[config.mk]
export PLATFORM = sky130hd
export DESIGN_NAME = pfm_pin_function_mux
export DESIGN_NICKNAME = d
export VERILOG_FILES = /design/src/core/pfm_pkg.sv /design/src/core/pfm_pin_function_mux.sv
export SDC_FILE = /design/constraint.sdc
export NUM_CORES = 1
export LEC_CHECK = 0
export BUFFER_PORTS_ARGS = -buffer_cell sky130_fd_sc_hd__buf_2
export CORE_ASPECT_RATIO = 1.4
export CORE_MARGIN = 5
export CORE_UTILIZATION = 53
export DETAILED_ROUTE_END_ITERATION = 10
export PLACE_DENSITY = 0.91
export SYNTH_ARGS = -nofsm -noshare
export SYNTH_HDL_FRONTEND = slang
export SYNTH_SLANG_ARGS = --single-unit
[constraint.sdc]
create_clock -name sys_clk -period 4.5 [get_ports sys_clk]
set_input_delay 0.225 -clock sys_clk [delete_from_list [all_inputs] [get_ports sys_clk]]
set_output_delay 0.225 -clock sys_clk [all_outputs]
set_load 0.01 [all_outputs]
[src/core/pfm_pkg.sv]
// Purpose: Constants shared by the pin function multiplexer.
// Assumes: One clock domain, synchronous active-high reset.
// Notes: Pin, function and code widths are fixed here.
package pfm_pkg;
  localparam int NUM_PINS = 16;
  localparam int NUM_RIN = 8;
  localparam int NUM_ROUT = 8;
  localparam int SEL_W = 4;
  localparam int ROUT_W = 4;
  // Remap output code 0 means no remappable output on the pin.
  localparam logic [ROUT_W-1:0] ROUT_NONE = 4'h0;
  localparam logic [NUM_PINS-1:0] ANALOG_RST = 16'hFFFF;
  localparam logic [NUM_PINS-1:0] DIR_RST = 16'hFFFF;
  localparam logic [NUM_PINS-1:0] ZERO_PINS = 16'h0000;
  // Remappable input index 0 is the second serial port data in,
  // index 1 its clock in, index 2 its select in, index 3 PWM fault.
  localparam int RIN_SSP_DI = 0;
  localparam int RIN_SSP_CK = 1;
  localparam int RIN_SSP_SS = 2;
  localparam int RIN_PWM_FLT = 3;
  // Fixed pin of external interrupt zero.
  localparam int EXT_EXTERNAL_INTERRUPT_ZERO_PIN = 0;
endpackage

[src/core/pfm_pin_function_mux.sv]
// Purpose: Per-pin function ownership, analog default and pull control.
// Assumes: Pin inputs are synchronous to sys_clk.
// Notes: Priority order is dedicated output, remap output, port; analog gates inputs only.
// Summary of operation
// After reset every pin sharing an analog input starts as analog.
// Analog pins disable digital input; port and latch reads return zero.
// Software clears the analog select bit to use a pin digitally.
// Direction control may still enable the output driver on analog pins.
// Highest priority enabled function owns the pin; lower ones inactive.
// Every pin has individually enabled weak pull-up and pull-down.
// At most one output function drives a pin at any time.
// One remappable output may be routed to several pins at once.
// A dedicated output overrides a remappable output on the same pin.
// Remappable inputs still read pins used by dedicated digital functions.
// Dedicated analog disables digital inputs but allows one output.
// Many remappable inputs may read the same pin, even a driven one.
// External interrupt zero is fixed to its own pin, not remappable.
// Only the second serial peripheral port is remappable.
// Of the PWM signals only the fault inputs are remappable.
// Ownership is resolved combinationally from current settings.
module pfm_pin_function_mux (
  // Clock and reset
  input wire logic sys_clk,
  input wire logic rst,
  // Configuration writes
  input wire logic cfgWe,
  input wire logic [pfm_pkg::NUM_PINS-1:0] analogSelectIn,
  input wire logic [pfm_pkg::NUM_PINS-1:0] directionControlIn,
  input wire logic [pfm_pkg::NUM_PINS-1:0] outputLatchIn,
  input wire logic [pfm_pkg::NUM_PINS-1:0] pullUpEnableIn,
  input wire logic [pfm_pkg::NUM_PINS-1:0] pullDownEnableIn,
  // Remap selection
  input wire logic remapWe,
  input wire logic [pfm_pkg::ROUT_W-1:0] remapOutSelIn [pfm_pkg::NUM_PINS],
  input wire logic [pfm_pkg::SEL_W-1:0] remapInSelIn [pfm_pkg::NUM_RIN],
  // Peripheral outputs
  input wire logic [pfm_pkg::NUM_PINS-1:0] dedOutEn,
  input wire logic [pfm_pkg::NUM_PINS-1:0] dedOutVal,
  input wire logic [pfm_pkg::NUM_ROUT-1:0] remapOutVal,
  // Package pins
  input wire logic [pfm_pkg::NUM_PINS-1:0] pinIn,
  output logic [pfm_pkg::NUM_PINS-1:0] pinOut,
  output logic [pfm_pkg::NUM_PINS-1:0] pinOe,
  output logic [pfm_pkg::NUM_PINS-1:0] pullUpOn,
  output logic [pfm_pkg::NUM_PINS-1:0] pullDownOn,
  // Readback and peripheral inputs
  output logic [pfm_pkg::NUM_PINS-1:0] analogSelect,
  output logic [pfm_pkg::NUM_PINS-1:0] portInputValue,
  output logic [pfm_pkg::NUM_PINS-1:0] outputLatchRead,
  output logic [pfm_pkg::NUM_PINS-1:0] dedInVal,
  output logic [pfm_pkg::NUM_RIN-1:0] remapInVal,
  output logic externalInterruptZero
);
  localparam int NP = pfm_pkg::NUM_PINS;
  localparam int NI = pfm_pkg::NUM_RIN;

  logic [NP-1:0] analogQ;
  logic [NP-1:0] dirQ;
  logic [NP-1:0] latQ;
  logic [NP-1:0] puQ;
  logic [NP-1:0] pdQ;
  logic [pfm_pkg::ROUT_W-1:0] outSelQ [NP];
  logic [pfm_pkg::SEL_W-1:0] inSelQ [NI];
  logic [NP-1:0] outD;
  logic [NP-1:0] oeD;
  logic [NP-1:0] digInD;
  logic [NI-1:0] rinD;
  // Per-pin ownership flags; at most one of them is high on any pin.
  logic [NP-1:0] ownDed;
  logic [NP-1:0] ownRemap;
  logic [NP-1:0] ownPort;
  logic [NP-1:0] remapCodeOk;

  // Analog select resets to all analog; software clears bits to go digital.
  always_ff @(posedge sys_clk) begin
    if (rst) begin
      analogQ <= pfm_pkg::ANALOG_RST;
    end else if (cfgWe) begin
      analogQ <= analogSelectIn;
    end
  end

  // Direction resets to input on every pin.
  always_ff @(posedge sys_clk) begin
    if (rst) begin
      dirQ <= pfm_pkg::DIR_RST;
    end else if (cfgWe) begin
      dirQ <= directionControlIn;
    end
  end

  always_ff @(posedge sys_clk) begin
    if (rst) begin
      latQ <= pfm_pkg::ZERO_PINS;
    end else if (cfgWe) begin
      latQ <= outputLatchIn;
    end
  end

  // Pull-up and pull-down are enabled each by its own bit per pin.
  always_ff @(posedge sys_clk) begin
    if (rst) begin
      puQ <= pfm_pkg::ZERO_PINS;
    end else if (cfgWe) begin
      puQ <= pullUpEnableIn;
    end
  end

  always_ff @(posedge sys_clk) begin
    if (rst) begin
      pdQ <= pfm_pkg::ZERO_PINS;
    end else if (cfgWe) begin
      pdQ <= pullDownEnableIn;
    end
  end

  always_ff @(posedge sys_clk) begin
    if (rst) begin
      for (int i = 0; i < NP; i++) begin
        outSelQ[i] <= pfm_pkg::ROUT_NONE;
      end
      for (int j = 0; j < NI; j++) begin
        inSelQ[j] <= '0;
      end
    end else if (remapWe) begin
      for (int i = 0; i < NP; i++) begin
        outSelQ[i] <= remapOutSelIn[i];
      end
      for (int j = 0; j < NI; j++) begin
        inSelQ[j] <= remapInSelIn[j];
      end
    end
  end

  // Each pin picks at most one output source by priority.
  genvar g;
  generate
    for (g = 0; g < NP; g++) begin : gPin
      // Codes above the function count select nothing, so no X reaches
      // the pin from an index beyond the remap output vector.
      assign remapCodeOk[g] = (outSelQ[g] != pfm_pkg::ROUT_NONE) &&
        (outSelQ[g] <= pfm_pkg::ROUT_W'(pfm_pkg::NUM_ROUT));
      assign ownDed[g] = dedOutEn[g];
      assign ownRemap[g] = ~dedOutEn[g] & remapCodeOk[g];
      assign ownPort[g] = ~dedOutEn[g] & ~remapCodeOk[g] & ~dirQ[g];
      always_comb begin
        outD[g] = 1'b0;
        if (ownDed[g]) begin
          outD[g] = dedOutVal[g];
        end else if (ownRemap[g]) begin
          outD[g] = remapOutVal[3'(outSelQ[g] - 4'h1)];
        end else if (ownPort[g]) begin
          outD[g] = latQ[g];
        end
      end
      assign oeD[g] = ownDed[g] | ownRemap[g] | ownPort[g];
      // Analog pins keep a single output but no digital input.
      assign digInD[g] = pinIn[g] & ~analogQ[g];
    end
  endgenerate

  // Remappable inputs read any digital pin, shared freely.
  always_comb begin
    rinD = '0;
    for (int j = 0; j < NI; j++) begin
      rinD[j] = digInD[inSelQ[j]];
    end
  end

  // Pin drive registers.
  always_ff @(posedge sys_clk) begin
    if (rst) begin
      pinOut <= '0;
      pinOe <= '0;
    end else begin
      pinOut <= outD;
      pinOe <= oeD;
    end
  end

  // Pull control registers.
  always_ff @(posedge sys_clk) begin
    if (rst) begin
      pullUpOn <= '0;
      pullDownOn <= '0;
    end else begin
      pullUpOn <= puQ;
      pullDownOn <= pdQ;
    end
  end

  // Readback registers; port and latch reads of analog pins are zero.
  always_ff @(posedge sys_clk) begin
    if (rst) begin
      analogSelect <= pfm_pkg::ANALOG_RST;
      portInputValue <= '0;
      outputLatchRead <= '0;
    end else begin
      analogSelect <= analogQ;
      portInputValue <= digInD;
      outputLatchRead <= latQ & ~analogQ;
    end
  end

  // Peripheral input registers.
  always_ff @(posedge sys_clk) begin
    if (rst) begin
      dedInVal <= '0;
      remapInVal <= '0;
      externalInterruptZero <= 1'b0;
    end else begin
      dedInVal <= digInD;
      // Only second serial port and PWM fault inputs are remap routed.
      remapInVal <= rinD;
      externalInterruptZero <= digInD[pfm_pkg::EXT_EXTERNAL_INTERRUPT_ZERO_PIN];
    end
  end
endmodule

==> flow_metrics.tcl <==
set metrics [dict create \
    grt_util_all_layers 0.325 \
    cts_tree "done" \
    fin_ws_ps 1880 \
    h-tree-depth 1 \
    die_h_um 201 \
    gr-total-overflow 0 \
    vdd_ir_drop_max_mv 0.360 \
    hold_path.class "input pin to register" \
    yosys_warnings 0 \
    powerDensity_mw_per_mm2 354 \
    utilization 0.730 \
    final_cell_area_mm2 0.0189 \
    timing.rr.end "pinOut[0]" \
    ys_ff_latch 296 \
    ant_nets 0 \
    grt_pass1_wl_mm 75.0 \
    fp.dieW_um 147 \
    critPathMaxFanout 3 \
    critPathMaxStageDelay_ps 590 \
    drive_gt1_frac 0.269 \
    path_cells "inv_1 > ha_1 > mux4_1 > mux2i_1 > or2_1 > a21oi_1 > dlygate4sd3_1" \
    layout_min_cycle_time_ps 2620 \
    r2r_cells 7 \
    core_area_mm2 0.0259 \
    fin_skew_ps 17.6 \
    antenna_found_initial 10 \
    worstPathArrival_ps 3070 \
    p_leak_nw 8.33 \
    grt_pass1_vias 13200 \
    tns_ps 0 \
    setup-violations-final 0 \
    drv_slew 0 \
    fillers 1503 \
    synth_top_area_cell "dfxtp_1" \
    critPathSlowestCell "dlygate4sd3_1" \
    relSlewSlack 0.127 \
    synth_nets 1485 \
    cts-root-buf "clkbuf_16" \
    fmax_mhz 382 \
    cap_violations 0 \
    wl_per_cell_um 23.4 \
    clock_sinks 296 \
    dpl_cell_area_mm2 0.0157 \
    drc 0 \
    yosysSeqAreaShare 0.498 \
    drtPass1Iterations 6 \
    worst_slew_pin_slew_ps 1310 \
    cp.required_ps 4950 \
    synth_area_per_cell_um2 11.4 \
    whs_path_depth 2 \
    clk_latency_ps 570 \
    grt_max_degree 75 \
    cts_made_buffers 27 \
    hold_viol 0 \
    post-dp-hpwl_mm 28.0 \
    ys_top_cells_by_area "dfxtp_1, edfxtp_1, mux2i_1, nor2b_1, mux4_2" \
    cts_max_path_buffers 3 \
    die_area_mm2 0.0295 \
    vias 12700 \
    r2r_slack_ps 1880 \
    post_cts_buffers 0 \
    setup.worst_path.end_class "register" \
    period_share 0.582 \
    numPortBuffers 372 \
    min_from "remapInSelIn[1]" \
    hold_path_end "inSelQ[1][13]" \
    r2r-start "outSelQ[0][0]" \
    initial_core_util 0.533 \
    via_per_inst 5.97 \
    layout.nets 2033 \
    status "finished, final reports clean" \
    place_ws_ps 2140 \
    rows 70 \
    syn-instance-count 1217 \
    synth.cell_area_mm2 0.0138 \
    syn2layout_area_growth_pct 36.8 \
    synth_cell_type_count 42 \
    rsz0062_at_grt "no" \
    start_kind "register" \
    drt-initial-drc-count 1380 \
    wl_mm 49.6 \
    holdWs_ps 23.5 \
    clk_pin_slew_ps 70 \
    path_class "register to register" \
    place_congestion 0.879 \
    synth_top_area_frac 0.290 \
    num_io_pins 373 \
]
-- power breakdown --
| part | internal, mW | switching [mW] | leakage (nW) | total (mW) |
|---|---|---|---|---|
| logic | 0.603 | 0.585 | 5.19 | 1.19 |
| clock network | 1.32 | 1.09 | 0.466 | 2.41 |
| registers | 2.95 | 0.162 | 2.67 | 3.11 |
| total | 4.86 | 1.84 | 8.33 | 6.71 |
-- per-stage QoR --
step,instances,total power [mW]
finish,2121,6.71
global route,2119,6.93
CTS,2110,6.59
detailed placement,1834,4.09
global placement,1834,4.04
floorplan,1217,3.74
-- sequential cells by signal (all words and copies together) (netlist names) --
register         count
remapInVal           8
pinOe               16
pdQ                 16
outSelQ             64
analogQ             16
inSelQ              32
pullUpOn            16
dedInVal            16
puQ                 16
pullDownOn          16
outputLatchRead     16
pinOut              16
analogSelect        16
latQ                16
dirQ                16
-- final cells by class --
cell class | instances | area [µm²] | share of cell area
diodes | 11 | 27.5 | 0.00145
clock inverters | 13 | 98.8 | 0.00522
inverters | 97 | 364 | 0.0192
flip-flops and latches | 296 | 6890 | 0.364
multi-input cells | 741 | 6150 | 0.325
repair buffers | 602 | 4160 | 0.220
well taps | 324 | 405 | 0.0214
clock buffers | 37 | 830 | 0.0438
-- worst max-delay path: cells and delay by family (launching register included) --
| family | cells | cell delay [ps] |
|---|---|---|
| buffers and inverters | 2 | 710 |
| muxes | 2 | 640 |
| DFF | 1 | 470 |
| adders and majority gates | 1 | 350 |
| and+or+nand+nor | 1 | 240 |
| AOI/OAI and AO/OA | 1 | 100 |
-- layer usage --
layer | vias to the layer above | routed length, µm | track usage
li1 | 5438 | - | -
met1 | 5940 | 15800 | 0.342
met5 | - | 12 | 0
met2 | 974 | 25800 | 0.584
met4 | 2 | 3960 | 0.222
met3 | 298 | 4070 | 0.0601
-- worst max-delay path by stage --
stage	to	startpoint	slack (ps)
finish	pinOut[0]	outSelQ[0][0]	1880
global route	pinOut[0]	outSelQ[0][0]	1910
CTS	pinOut[12]	rst	2240
detailed placement	outSelQ[0][8]	rst	2140
global placement	outSelQ[1][14]	rst	2210
floorplan	inSelQ[0][0]	rst	1060
-- cell usage in the layout, fill, tap and decap left out, types with 24 or more instances in the layout --
cell and count:
xnor2_1 25, dlygate4sd3_1 226, clkbuf_16 32, edfxtp_1 96, nand2_1 32, o211ai_1 40, dfxtp_1 200, mux2i_1 66
mux4_2 27, nor2_1 87, ha_1 32, inv_1 96, o2111ai_1 24, nand3b_1 32, buf_2 370, nor2b_1 98
and2_1 64
-- timing repair --
action                     CTS  global route
resized for setup            0             0
setup endpoints to repair    0             0
hold endpoints to repair   221             0
hold buffers               226             0
-- cell families (layout without fill, tap and decap cells) --
logic type	Yosys count	count (layout)	share of synthesized area
mux	114	114	0.132
other cells	0	11	0
fa+ha+maj	32	32	0.0290
flops	296	296	0.498
buf+inv	180	749	0.0583
compound gates	157	157	0.0927
xor+xnor	25	25	0.0158
simple gates	413	413	0.175
-- synthesized netlist by cell type, drive strengths merged --
master,number
nand3b,32
o2111ai,24
a31oi,11
nand3,14
nor2,87
o31a,14
edfxtp,96
clkbuf,19
mux2i,66
o22ai,14
nor4,7
a311oi,7
o31ai,8
ha,32
a21oi,23
nor3b,14
and3b,7
nor2b,103
o211ai,40
nor4bb,7
mux4,48
o41ai,14
and2,64
nand2b,6
nand2,32
inv,97
xnor2,25
dfxtp,200
nor3,7
o21ai,2
and4b,7
nor4b,7
buf,64
or2,19
Power figures use the tool's default switching activity.
